**src/hdl/clk_pwr_pkg.sv**
```systemverilog
package clk_pwr_pkg;

    // ----------------------------------------
    // register byte offsets
    // ----------------------------------------
    localparam logic [11:0] PWR_CTRL_OFFSET   = 12'h000;
    localparam logic [11:0] BUS_CLK_OFFSET    = 12'h004;
    localparam logic [11:0] UNLOCK_OFFSET     = 12'h00c;

    // ----------------------------------------
    // power control field positions
    // ----------------------------------------
    localparam int FAST_XTAL_BIT      = 0;
    localparam int SLOW_XTAL_BIT      = 1;
    localparam int FAST_RC_BIT        = 2;
    localparam int SLOW_RC_BIT        = 3;
    localparam int WAKE_DELAY_BIT     = 4;
    localparam int WAKE_IRQ_EN_BIT    = 5;
    localparam int WAKE_FLAG_BIT      = 6;
    localparam int SLEEP_REQ_BIT      = 7;
    localparam int WAIT_CORE_BIT      = 8;

    // ----------------------------------------
    // bus engine clock field positions
    // ----------------------------------------
    localparam int PERIPH_DMA_BIT     = 1;
    localparam int FLASH_PROG_BIT     = 2;
    localparam int EXT_BUS_BIT        = 3;
    localparam logic [31:0] BUS_CLK_RESET     = 32'h0000_000d;
    localparam logic [31:0] BUS_CLK_READ_MASK = 32'h0000_000e;

    // ----------------------------------------
    // reset values
    // ----------------------------------------
    localparam logic SLOW_RC_RESET    = 1'h1;
    localparam logic FAST_RC_RESET    = 1'h1;
    localparam logic SLOW_XTAL_RESET  = 1'h0;
    localparam logic WAKE_DELAY_RESET = 1'h1;
    localparam logic UNLOCK_RESET     = 1'h0;

    // ----------------------------------------
    // clock source code selecting the fast crystal
    // ----------------------------------------
    localparam logic [2:0] CFG_SRC_FAST_XTAL = 3'h0;

    // ----------------------------------------
    // wake-up delay counts, in clock cycles
    // ----------------------------------------
    localparam logic [12:0] DELAY_XTAL_CYCLES = 13'h1000;
    localparam logic [12:0] DELAY_RC_CYCLES   = 13'h0100;

    // ----------------------------------------
    // power mode states
    // ----------------------------------------
    typedef enum logic [3:0] {
        ST_RUN   = 4'b0001,
        ST_IDLE  = 4'b0010,
        ST_SLEEP = 4'b0100,
        ST_DELAY = 4'b1000
    } pwr_state_e;

endpackage

```
**src/hdl/power_down_clock_gating_control.sv**
```systemverilog
`timescale 1ns/1ns
// Overview of operation
// - with wake delay enabled, hold system clock off a fixed count after wake.
// - running from fast crystal at wake, delay counts 4096 cycles.
// - running from internal fast oscillator at wake, delay counts 256 cycles.
// - control bit 3 turns the slow internal oscillator on or off.
// - control bit 2 turns the fast internal oscillator on or off.
// - control bit 1 turns the slow crystal on or off.
// - control bit 0 turns the fast crystal on or off.
// - fast crystal enable resets from config field, set when it selects crystal.
// - delay enable and oscillator enables accept writes only while unlocked.
// - no sleep request and no core wait: clocks follow enable registers only.
// - core wait without sleep request enters idle, stopping only core clock.
// - power-down stops most clocks; slow sources, timer and watchdog clocks run.
// - sleep request plus wait-for-core enters power-down only on core wait.
// - an enabled interrupt source asserting leaves power-down.
// - bus clock bit 3 gates the external bus engine clock.
// - bus clock bit 2 gates the flash programming engine clock.
// - bus clock bit 1 gates the peripheral DMA engine clock.
// - bus clock register resets to 0xc; bits 31..4 and 0 read zero.
// - sleep request clears itself on wake; software sets it again.
// - in power-down the PLL and system clock are off regardless of source.
// - wake sets a flag only when enabled, write one clears it, interrupt when flag and enable.
module power_down_clock_gating_control #(
    parameter int ADDR_W = 12
) (
    input  wire logic              clk,
    input  wire logic              rst_b,
    input  wire logic              psel,
    input  wire logic              penable,
    input  wire logic              pwrite,
    input  wire logic [ADDR_W-1:0] paddr,
    input  wire logic [31:0]       pwdata,
    output logic      [31:0]       prdata,
    output logic                   pready,
    output logic                   pslverr,
    input  wire logic [2:0]        user_config_word,
    input  wire logic              wait_for_interrupt,
    input  wire logic              irq_wake,
    input  wire logic              sys_clk_from_xtal,
    output logic                   fast_xtal_run,
    output logic                   slow_xtal_run,
    output logic                   fast_rc_osc_run,
    output logic                   slow_rc_osc_run,
    output logic                   sys_clk_run,
    output logic                   pll_run,
    output logic                   core_clk_run,
    output logic                   periph_clk_run,
    output logic                   rtc_wdt_clk_run,
    output logic                   ext_bus_clk_run,
    output logic                   flash_prog_clk_run,
    output logic                   periph_dma_clk_run,
    output logic                   wake_irq,
    output logic                   in_power_down
);

    // ----------------------------------------
    // declarations
    // ----------------------------------------
    clk_pwr_pkg::pwr_state_e state;
    clk_pwr_pkg::pwr_state_e next_state;

    logic        fast_xtal_on;
    logic        slow_xtal_on;
    logic        fast_rc_osc_on;
    logic        slow_rc_osc_on;
    logic        wake_delay_enable;
    logic        wake_irq_enable;
    logic        wake_flag;
    logic        sleep_request;
    logic        sleep_wait_for_core;
    logic        write_unlocked;
    logic [3:1]  bus_clk;
    logic        strap_loaded;
    logic [12:0] delay_count;
    logic [31:0] next_prdata;
    logic        addr_hit;
    logic        wr_done;
    logic        wr_pwr;
    logic        wr_bus;
    logic        wr_unlock;
    logic        wake_event;
    logic        enter_sleep;
    logic        clocks_up;
    logic [11:0] addr;

    // ----------------------------------------
    // bus decode
    // ----------------------------------------
    assign addr      = 12'(paddr);
    assign addr_hit  = (addr == clk_pwr_pkg::PWR_CTRL_OFFSET)
                     | (addr == clk_pwr_pkg::BUS_CLK_OFFSET)
                     | (addr == clk_pwr_pkg::UNLOCK_OFFSET);
    assign wr_done   = psel & penable & pready & pwrite & addr_hit;
    assign wr_pwr    = wr_done & (addr == clk_pwr_pkg::PWR_CTRL_OFFSET);
    assign wr_bus    = wr_done & (addr == clk_pwr_pkg::BUS_CLK_OFFSET);
    assign wr_unlock = wr_done & (addr == clk_pwr_pkg::UNLOCK_OFFSET);

    // ----------------------------------------
    // apb answer, one cycle after setup
    // ----------------------------------------
    always_comb begin
        next_prdata = 32'h0000_0000;
        case (addr)
            clk_pwr_pkg::PWR_CTRL_OFFSET: begin
                next_prdata[clk_pwr_pkg::FAST_XTAL_BIT]   = fast_xtal_on;
                next_prdata[clk_pwr_pkg::SLOW_XTAL_BIT]   = slow_xtal_on;
                next_prdata[clk_pwr_pkg::FAST_RC_BIT]     = fast_rc_osc_on;
                next_prdata[clk_pwr_pkg::SLOW_RC_BIT]     = slow_rc_osc_on;
                next_prdata[clk_pwr_pkg::WAKE_DELAY_BIT]  = wake_delay_enable;
                next_prdata[clk_pwr_pkg::WAKE_IRQ_EN_BIT] = wake_irq_enable;
                next_prdata[clk_pwr_pkg::WAKE_FLAG_BIT]   = wake_flag;
                next_prdata[clk_pwr_pkg::SLEEP_REQ_BIT]   = sleep_request;
                next_prdata[clk_pwr_pkg::WAIT_CORE_BIT]   = sleep_wait_for_core;
            end
            clk_pwr_pkg::BUS_CLK_OFFSET: begin
                next_prdata[3:1] = bus_clk;
            end
            clk_pwr_pkg::UNLOCK_OFFSET: begin
                next_prdata[0] = write_unlocked;
            end
            default: begin
                next_prdata = 32'h0000_0000;
            end
        endcase
    end

    always_ff @(posedge clk or negedge rst_b) begin
        if (!rst_b) begin
            prdata  <= 32'h0000_0000;
            pready  <= 1'b0;
            pslverr <= 1'b0;
        end else if (psel && !penable) begin
            prdata  <= pwrite ? 32'h0000_0000 : next_prdata;
            pready  <= 1'b1;
            pslverr <= !addr_hit;
        end else begin
            pready  <= 1'b0;
            pslverr <= 1'b0;
        end
    end

    // ----------------------------------------
    // write protection
    // ----------------------------------------
    always_ff @(posedge clk or negedge rst_b) begin
        if (!rst_b) begin
            write_unlocked <= clk_pwr_pkg::UNLOCK_RESET;
        end else if (wr_unlock) begin
            write_unlocked <= pwdata[0];
        end
    end

    // ----------------------------------------
    // oscillator and crystal enables
    // ----------------------------------------
    always_ff @(posedge clk or negedge rst_b) begin
        if (!rst_b) begin
            slow_xtal_on      <= clk_pwr_pkg::SLOW_XTAL_RESET;
            fast_rc_osc_on    <= clk_pwr_pkg::FAST_RC_RESET;
            slow_rc_osc_on    <= clk_pwr_pkg::SLOW_RC_RESET;
            wake_delay_enable <= clk_pwr_pkg::WAKE_DELAY_RESET;
            wake_irq_enable   <= 1'b0;
        end else if (wr_pwr && write_unlocked) begin
            slow_rc_osc_on    <= pwdata[clk_pwr_pkg::SLOW_RC_BIT];
            fast_rc_osc_on    <= pwdata[clk_pwr_pkg::FAST_RC_BIT];
            slow_xtal_on      <= pwdata[clk_pwr_pkg::SLOW_XTAL_BIT];
            wake_delay_enable <= pwdata[clk_pwr_pkg::WAKE_DELAY_BIT];
            wake_irq_enable   <= pwdata[clk_pwr_pkg::WAKE_IRQ_EN_BIT];
        end
    end

    // fast crystal enable, default caught after reset release
    always_ff @(posedge clk or negedge rst_b) begin
        if (!rst_b) begin
            strap_loaded <= 1'b0;
            fast_xtal_on <= 1'b0;
        end else if (!strap_loaded) begin
            strap_loaded <= 1'b1;
            fast_xtal_on <= (user_config_word == clk_pwr_pkg::CFG_SRC_FAST_XTAL);
        end else if (wr_pwr && write_unlocked) begin
            fast_xtal_on <= pwdata[clk_pwr_pkg::FAST_XTAL_BIT];
        end
    end

    // ----------------------------------------
    // power-down entry bits
    // ----------------------------------------
    always_ff @(posedge clk or negedge rst_b) begin
        if (!rst_b) begin
            sleep_wait_for_core <= 1'b0;
        end else if (wr_pwr && write_unlocked) begin
            sleep_wait_for_core <= pwdata[clk_pwr_pkg::WAIT_CORE_BIT];
        end
    end

    always_ff @(posedge clk or negedge rst_b) begin
        if (!rst_b) begin
            sleep_request <= 1'b0;
        end else if (wake_event) begin
            sleep_request <= 1'b0;
        end else if (wr_pwr && write_unlocked) begin
            sleep_request <= pwdata[clk_pwr_pkg::SLEEP_REQ_BIT];
        end
    end

    // ----------------------------------------
    // wake flag and interrupt
    // ----------------------------------------
    always_ff @(posedge clk or negedge rst_b) begin
        if (!rst_b) begin
            wake_flag <= 1'b0;
        end else if (wake_event && wake_irq_enable) begin
            wake_flag <= 1'b1;
        end else if (wr_pwr && pwdata[clk_pwr_pkg::WAKE_FLAG_BIT]) begin
            wake_flag <= 1'b0;
        end
    end

    always_ff @(posedge clk or negedge rst_b) begin
        if (!rst_b) begin
            wake_irq <= 1'b0;
        end else begin
            wake_irq <= wake_flag & wake_irq_enable;
        end
    end

    // ----------------------------------------
    // bus engine clock enables
    // ----------------------------------------
    always_ff @(posedge clk or negedge rst_b) begin
        if (!rst_b) begin
            bus_clk <= clk_pwr_pkg::BUS_CLK_RESET[3:1];
        end else if (wr_bus) begin
            bus_clk <= pwdata[3:1];
        end
    end

    // ----------------------------------------
    // power mode sequencing
    // ----------------------------------------
    // wait-for-core needs core wait; else immediate
    assign enter_sleep = sleep_request & (!sleep_wait_for_core | wait_for_interrupt);
    assign wake_event  = (state == clk_pwr_pkg::ST_SLEEP) & irq_wake;

    always_comb begin
        next_state = state;
        case (state)
            clk_pwr_pkg::ST_RUN: begin
                if (enter_sleep) begin
                    next_state = clk_pwr_pkg::ST_SLEEP;
                end else if (wait_for_interrupt) begin
                    next_state = clk_pwr_pkg::ST_IDLE;
                end
            end
            clk_pwr_pkg::ST_IDLE: begin
                if (enter_sleep) begin
                    next_state = clk_pwr_pkg::ST_SLEEP;
                end else if (!wait_for_interrupt) begin
                    next_state = clk_pwr_pkg::ST_RUN;
                end
            end
            clk_pwr_pkg::ST_SLEEP: begin
                if (irq_wake) begin
                    if (wake_delay_enable) begin
                        next_state = clk_pwr_pkg::ST_DELAY;
                    end else begin
                        next_state = clk_pwr_pkg::ST_RUN;
                    end
                end
            end
            clk_pwr_pkg::ST_DELAY: begin
                if (delay_count == 13'h0001) begin
                    next_state = clk_pwr_pkg::ST_RUN;
                end
            end
            default: begin
                next_state = clk_pwr_pkg::ST_RUN;
            end
        endcase
    end

    always_ff @(posedge clk or negedge rst_b) begin
        if (!rst_b) begin
            state <= clk_pwr_pkg::ST_RUN;
        end else begin
            state <= next_state;
        end
    end

    // ----------------------------------------
    // wake-up delay counter
    // ----------------------------------------
    always_ff @(posedge clk or negedge rst_b) begin
        if (!rst_b) begin
            delay_count <= 13'h0000;
        end else if (wake_event && wake_delay_enable) begin
            if (sys_clk_from_xtal) begin
                delay_count <= clk_pwr_pkg::DELAY_XTAL_CYCLES;
            end else begin
                delay_count <= clk_pwr_pkg::DELAY_RC_CYCLES;
            end
        end else if (state == clk_pwr_pkg::ST_DELAY) begin
            delay_count <= delay_count - 13'h0001;
        end
    end

    // ----------------------------------------
    // clock gating outputs
    // ----------------------------------------
    // system clock and pll off in sleep and delay
    assign clocks_up = (next_state == clk_pwr_pkg::ST_RUN)
                     | (next_state == clk_pwr_pkg::ST_IDLE);

    always_ff @(posedge clk or negedge rst_b) begin
        if (!rst_b) begin
            fast_xtal_run      <= 1'b0;
            slow_xtal_run      <= 1'b0;
            fast_rc_osc_run    <= 1'b0;
            slow_rc_osc_run    <= 1'b0;
            sys_clk_run        <= 1'b0;
            pll_run            <= 1'b0;
            core_clk_run       <= 1'b0;
            periph_clk_run     <= 1'b0;
            rtc_wdt_clk_run    <= 1'b0;
            ext_bus_clk_run    <= 1'b0;
            flash_prog_clk_run <= 1'b0;
            periph_dma_clk_run <= 1'b0;
            in_power_down      <= 1'b0;
        end else begin
            // fast sources stop in sleep, slow ones run
            fast_xtal_run      <= fast_xtal_on & (next_state != clk_pwr_pkg::ST_SLEEP);
            fast_rc_osc_run    <= fast_rc_osc_on & (next_state != clk_pwr_pkg::ST_SLEEP);
            slow_xtal_run      <= slow_xtal_on;
            slow_rc_osc_run    <= slow_rc_osc_on;
            rtc_wdt_clk_run    <= 1'b1;
            sys_clk_run        <= clocks_up;
            pll_run            <= clocks_up;
            periph_clk_run     <= clocks_up;
            // core clock runs only in run state
            core_clk_run       <= next_state == clk_pwr_pkg::ST_RUN;
            ext_bus_clk_run    <= bus_clk[clk_pwr_pkg::EXT_BUS_BIT] & clocks_up;
            flash_prog_clk_run <= bus_clk[clk_pwr_pkg::FLASH_PROG_BIT] & clocks_up;
            periph_dma_clk_run <= bus_clk[clk_pwr_pkg::PERIPH_DMA_BIT] & clocks_up;
            in_power_down      <= next_state == clk_pwr_pkg::ST_SLEEP;
        end
    end

endmodule
```
**config.mk**
```make
export PLATFORM = sky130hd
export DESIGN_NAME = power_down_clock_gating_control
export DESIGN_NICKNAME = d
export VERILOG_FILES = /design/src/hdl/clk_pwr_pkg.sv /design/src/hdl/power_down_clock_gating_control.sv
export SDC_FILE = /design/constraint.sdc
export NUM_CORES = 1
export LEC_CHECK = 0
export CORE_MARGIN = 2
export CORE_UTILIZATION = 50
export DETAILED_ROUTE_END_ITERATION = 8
export DONT_BUFFER_PORTS = 1
export PLACE_DENSITY = 0.65
export SYNTH_ARGS = -nofsm -noshare
export SYNTH_HDL_FRONTEND = slang
export SYNTH_SLANG_ARGS = --single-unit
```
**constraint.sdc**
```tcl
create_clock -name clk -period 2.6 [get_ports clk]
set_input_delay 0.13 -clock clk [delete_from_list [all_inputs] [get_ports clk]]
set_output_delay 0.13 -clock clk [all_outputs]
set_load 0.05 [all_outputs]
```
# Word-level counts from Yosys, hierarchy flattened
# Index checks and enable logic that the tools add are counted.
# word_totals
mem_bits_ro	0
latchBits	0
out_inout_bits	48
in_bits	55
wordCells	96
ramBits	0
memories	0
register_bits	76
# classes
reduce_logical	13
n_eq_ne	12
addsub	1
multipliers	0
muxes	23
shifts	0
magnitude_cmp	0
n_div	0
n_bitwise	19
# ops
operator	count
two-way mux 13 bit	3
two-way mux 4 bit	7
one-hot mux 4 bit (4 select lines)	1
AND 1 bit	15
== test 13 x 1 -> 1 bit (second input constant)	1
subtractor 13 x 1 -> 13 bit (second input constant)	1
== test 12 x 3 -> 1 bit (second input constant)	1
== test 12 x 4 -> 1 bit (second input constant)	1
logical NOT 12 bit	1
two-way mux 9 bit	1
== test 4 x 1 -> 1 bit (second input constant)	2
== test 4 x 2 -> 1 bit (second input constant)	2
== test 4 x 3 -> 1 bit (second input constant)	2
two-way mux 1 bit	8
one-hot mux 3 bit (2 select lines)	1
nonzero test 2 bit	3
logical AND 1 bit	5
two-way mux 5 bit	1
== test 4 bit (second input constant)	1
inequality test 4 x 3 -> 1 bit (second input constant)	1
OR 1 bit	4
logical NOT 1 bit	3
logical NOT 3 bit	1
inequality test 2 x 1 -> 1 bit (second input constant)	1
one-hot mux 1 bit (2 select lines)	1

# Logic depth before layout (Yosys ltp)
# depth
word_depth	8
ltp_mapped	6

# Least setup slack after synthesis
# OpenSTA, ideal clock, no wires.
# synth_path
kind	register -> register
from	register delay_count[0]
to	register delay_count[12]
arrival_time_ps	1892
synth_period_minus_slack_ps	1957
n_path_buf	0
t_required_ps	2535
setup_ps	65
setup_slack_ps	643
path_stages_with_launch	7
cell_sequence	dfrtp_1 -> inv_1 -> ha_1 -> or4b_2 -> nor4_2 -> mux2_2 -> nand2_1
# synth_via
elab_chain_cells	3
# synth_rtl
element	line_no	source
start, declared	power_down_clock_gating_control.sv:75	logic [12:0] delay_count;
start signal, assigned	power_down_clock_gating_control.sv:299	delay_count <= clk_pwr_pkg::DELAY_XTAL_CYCLES;
start signal, assigned	power_down_clock_gating_control.sv:301	delay_count <= clk_pwr_pkg::DELAY_RC_CYCLES;
start signal, assigned	power_down_clock_gating_control.sv:304	delay_count <= delay_count - 13'h0001;
subtractor 13 x 1 -> 13 bit	power_down_clock_gating_control.sv:304	
two-way mux 13 bit	power_down_clock_gating_control.sv:303	end else if (state == clk_pwr_pkg::ST_DELAY) begin
two-way mux 13 bit	power_down_clock_gating_control.sv:297	end else if (wake_event && wake_delay_enable) begin
# Every way passes these cells. The select of a mux whose other input is x is not followed.
# A chain may end at the register's enable or synchronous reset.

# Worst setup path in the final report
# Ends and elaborated chain as after synthesis.

==> impl_results.md <==
* Status: completed
* Die area at 5774 um2
* Initial antenna violation count at 0
* Power consumption at 0.001683 W
* Combinational cell fraction of total power at 0.115
* Sequential area share after synthesis at 0.5147
* Main synth FF type: dfrtp_1
* CTS root buf: clkbuf_8
* Setup crit end kind: flip-flop
* Place WS at 0.4670 ns
* CTS Sinks at 53
* First-pass GRT wire length at 7.921 mm
* Hold EP: wake_flag
* Core Footprint at 5042 um2
* Peak supply drop at 0.0003474 V
* Num CTS Buffers at 5
* Post-DP HPWL at 3.327 mm
* Fmax at 464.9 MHz
* Layout Area Growth over Synthesis at 9.368%
* Worst r2r dst: delay_count[12]
* Number of synthesized flops with an enable pin at 0
* CTS Buffer Depth at 2
* Critical path class: reg -> reg
* Pins Over Slew Limit at 0
* Pwr/cell area at 593.9 nW/um2
* Row count at 26
* # DRC at 0
* Hold depth at 2
* Total Routed Length at 4.634 mm
* Minimum clock period at 2.151 ns
* Antenna Nets Post-Route at 0
* Die height at 75.99 um
* Syn avg cell area at 10.93 um2
* Mean number of vias per cell at 5.296
* Final hold violations at 0
* Crit-path max FO at 5
* Drt pass-1 iters at 4
* Worst reg2reg path depth at 6
* Internal cell power at 0.001206 W
* Gr usage total at 0.1720
* FFs w/ async S/R, synth at 1.000
* Psw at 0.0004770 W
* Synth area leaders: dfrtp_1 (45%), buf_4 (7.2%), dfstp_2 (6.1%)
* Switching share of power at 0.2834
* Seq pwr share at 0.562
* H-tree depth at 2
* Initial core utilization at 0.5139
* #FFs+latches synth at 53
* Worst-Skew Late Latency at 0.30 ns
* Synth area leader: dfrtp_1
* # port buffers at 0
* Synth Cell Area at 2591 um2
* Max Cap Viol at 0
* Static Leak at 1.199 nW
* Gpl congestion at 0.8149
* Clock power share at 0.323
* Largest net degree at the start of global routing at 54
* Top-area cell type share of the netlist area at 0.4539
* Crit share post-route at 0.8273
* HP Start: pwdata[6]
* FILL cells at 439
* Critical Path RT at 2.85 ns
* Hold Crit Class: in -> reg
* Hold buffers post-CTS at 13
* Clock transition at the registers of the reported paths at 0.09 ns
* Post-Syn Instances at 237
* Synth warn at 0
* Distinct cells, synth at 47
* Post-CTS setup buffers at 0
* Global route overflow at 0
* 1st-iter DRT viols at 91
* # IOs at 103
* Worst setup margin at 0.4490 ns
* R2R setup slack at 0.45 ns
* Relative slew slack at 0.5432
* Worst-margin pin slew at 0.6799 ns
* WP data arrival at 2.40 ns
* Share of post-route cells with drive strength above 1 at 0.1496
* Setup TNS Final at 0 ns
* DR WL/cell at 14.30 um
* Final Setup Violations at 0
* Inserted Diodes at 0
* Via count at 1716
* Post_cts resized at 0
* Worst r2r src: delay_count[0]
* Vias in the first global route at 1646
* Unrepaired setup endpoints after global routing: no
* Overall die width at 75.99 um
* Final-stage net count at 310
* Clock Skew at 0.008787 ns
* TritonCTS clock tree: built
* Startpoint Class: flip-flop
area by class of cell:
| cell class | instances | area [um2] | area share |
|---|---|---|---|
| flip-flops and latches | 53 | 1334 | 0.4706 |
| multi-input cells | 170 | 1101 | 0.3885 |
| repair buffers | 17 | 177.7 | 0.06269 |
| well taps | 70 | 87.58 | 0.03091 |
| clock buffers | 6 | 72.57 | 0.02561 |
| clock inverters | 2 | 38.79 | 0.01369 |
| inverters | 6 | 22.52 | 0.007947 |
critical path: stages (launching register included):
cell and delay, ns:
dfrtp_1 0.44, inv_1 0.09, ha_1 0.21, or4b_2 0.65
nor4_2 0.28, mux2_2 0.38, nand2_1 0.06
routing by layer:
| metal | up-vias | wire (um) | part of all wire | GRT usage |
|---|---|---|---|---|
| met1 | 836 | 2163 | 0.47 | 0.2330 |
| li1 | 825 | - | - | - |
| met2 | 48 | 2162 | 0.47 | 0.2652 |
| met3 | 7 | 228 | 0.049 | 0.04502 |
| met5 | - | 0 | 0 | 0 |
| met4 | 0 | 80 | 0.017 | 0.07091 |
power groups by stage:
stage	sequential, W	clock [W]	combinational [W]
after floorplan	0.000946	0	0.000193
after global placement	0.000961	0	0.000155
after detailed placement	0.000962	0	0.000158
after CTS	0.000946	0.000572	0.000195
after global routing	0.000954	0.000605	0.000212
final	0.000945	0.000544	0.000194
cells in the mapped netlist, drive strengths merged, types with 2 or more instances:
master  number
a22o         6
nand4        7
nor2b        5
and4         2
nand3        7
xor2         6
a21o         2
nor4         6
inv          6
o21ai       10
nor2        21
nor3b        5
mux2        12
nand2b       2
and2         2
nand2       13
nor4b        3
conb         2
or4b         4
xnor2        4
clkbuf       2
buf         28
ha           2
dfstp        6
a21oi        6
dfrtp       47
mux2i        5
or4          2
nor3         5
worst max-delay path by stage:
stage                     cells past startpoint  slack, ns               to      startpoint
after floorplan                               6       0.64  delay_count[12]  delay_count[0]
after global placement                        6       0.46  delay_count[12]  delay_count[0]
after detailed placement                      6       0.47  delay_count[12]  delay_count[0]
after CTS                                     6       0.44  delay_count[12]  delay_count[0]
after global routing                          6       0.31  delay_count[12]  delay_count[0]
final                                         6       0.45  delay_count[12]  delay_count[0]
cells by family (layout without fill, tap and decap cells):
group | count (synthesis) | after routing | synth area share
buf+inv | 36 | 31 | 0.09223
flops | 53 | 53 | 0.5147
compound gates | 31 | 31 | 0.07823
simple gates | 86 | 86 | 0.1970
fa+ha+maj | 2 | 2 | 0.009656
other cells | 2 | 24 | 0.002898
xor+xnor | 10 | 10 | 0.03380
mux | 17 | 17 | 0.07146
through the flow:
step                        util  hold WS, ns  cells  instance area [um2]
after floorplan                -      -0.1656    259                 2674
after global placement    0.5107      -0.1646    303                 2575
after detailed placement  0.5107      -0.1644    303                 2575
after CTS                 0.5620      0.02836    324                 2834
after global routing      0.5620      0.03636    324                 2834
final                     0.5620      0.03911    324                 2834
cells in the final DEF, fill, tap and decap left out, types with 6 or more instances in the layout:
master         count
dfrtp_1           47
a22o_1             6
nand2_1           13
o21ai_0           10
inv_1              6
nor2_1            20
mux2_2            12
xor2_1             6
nand3_1            6
a21oi_1            6
dfstp_2            6
nand4_1            7
dlygate4sd3_1     12
conb_1            24
state kept, by name (all words and copies together), names as in the netlist, 3 cells and up:
register	count
delay_count	13
prdata	9
state	4
bus_clk	3
No activity file was read; power rests on OpenSTA's default activity.
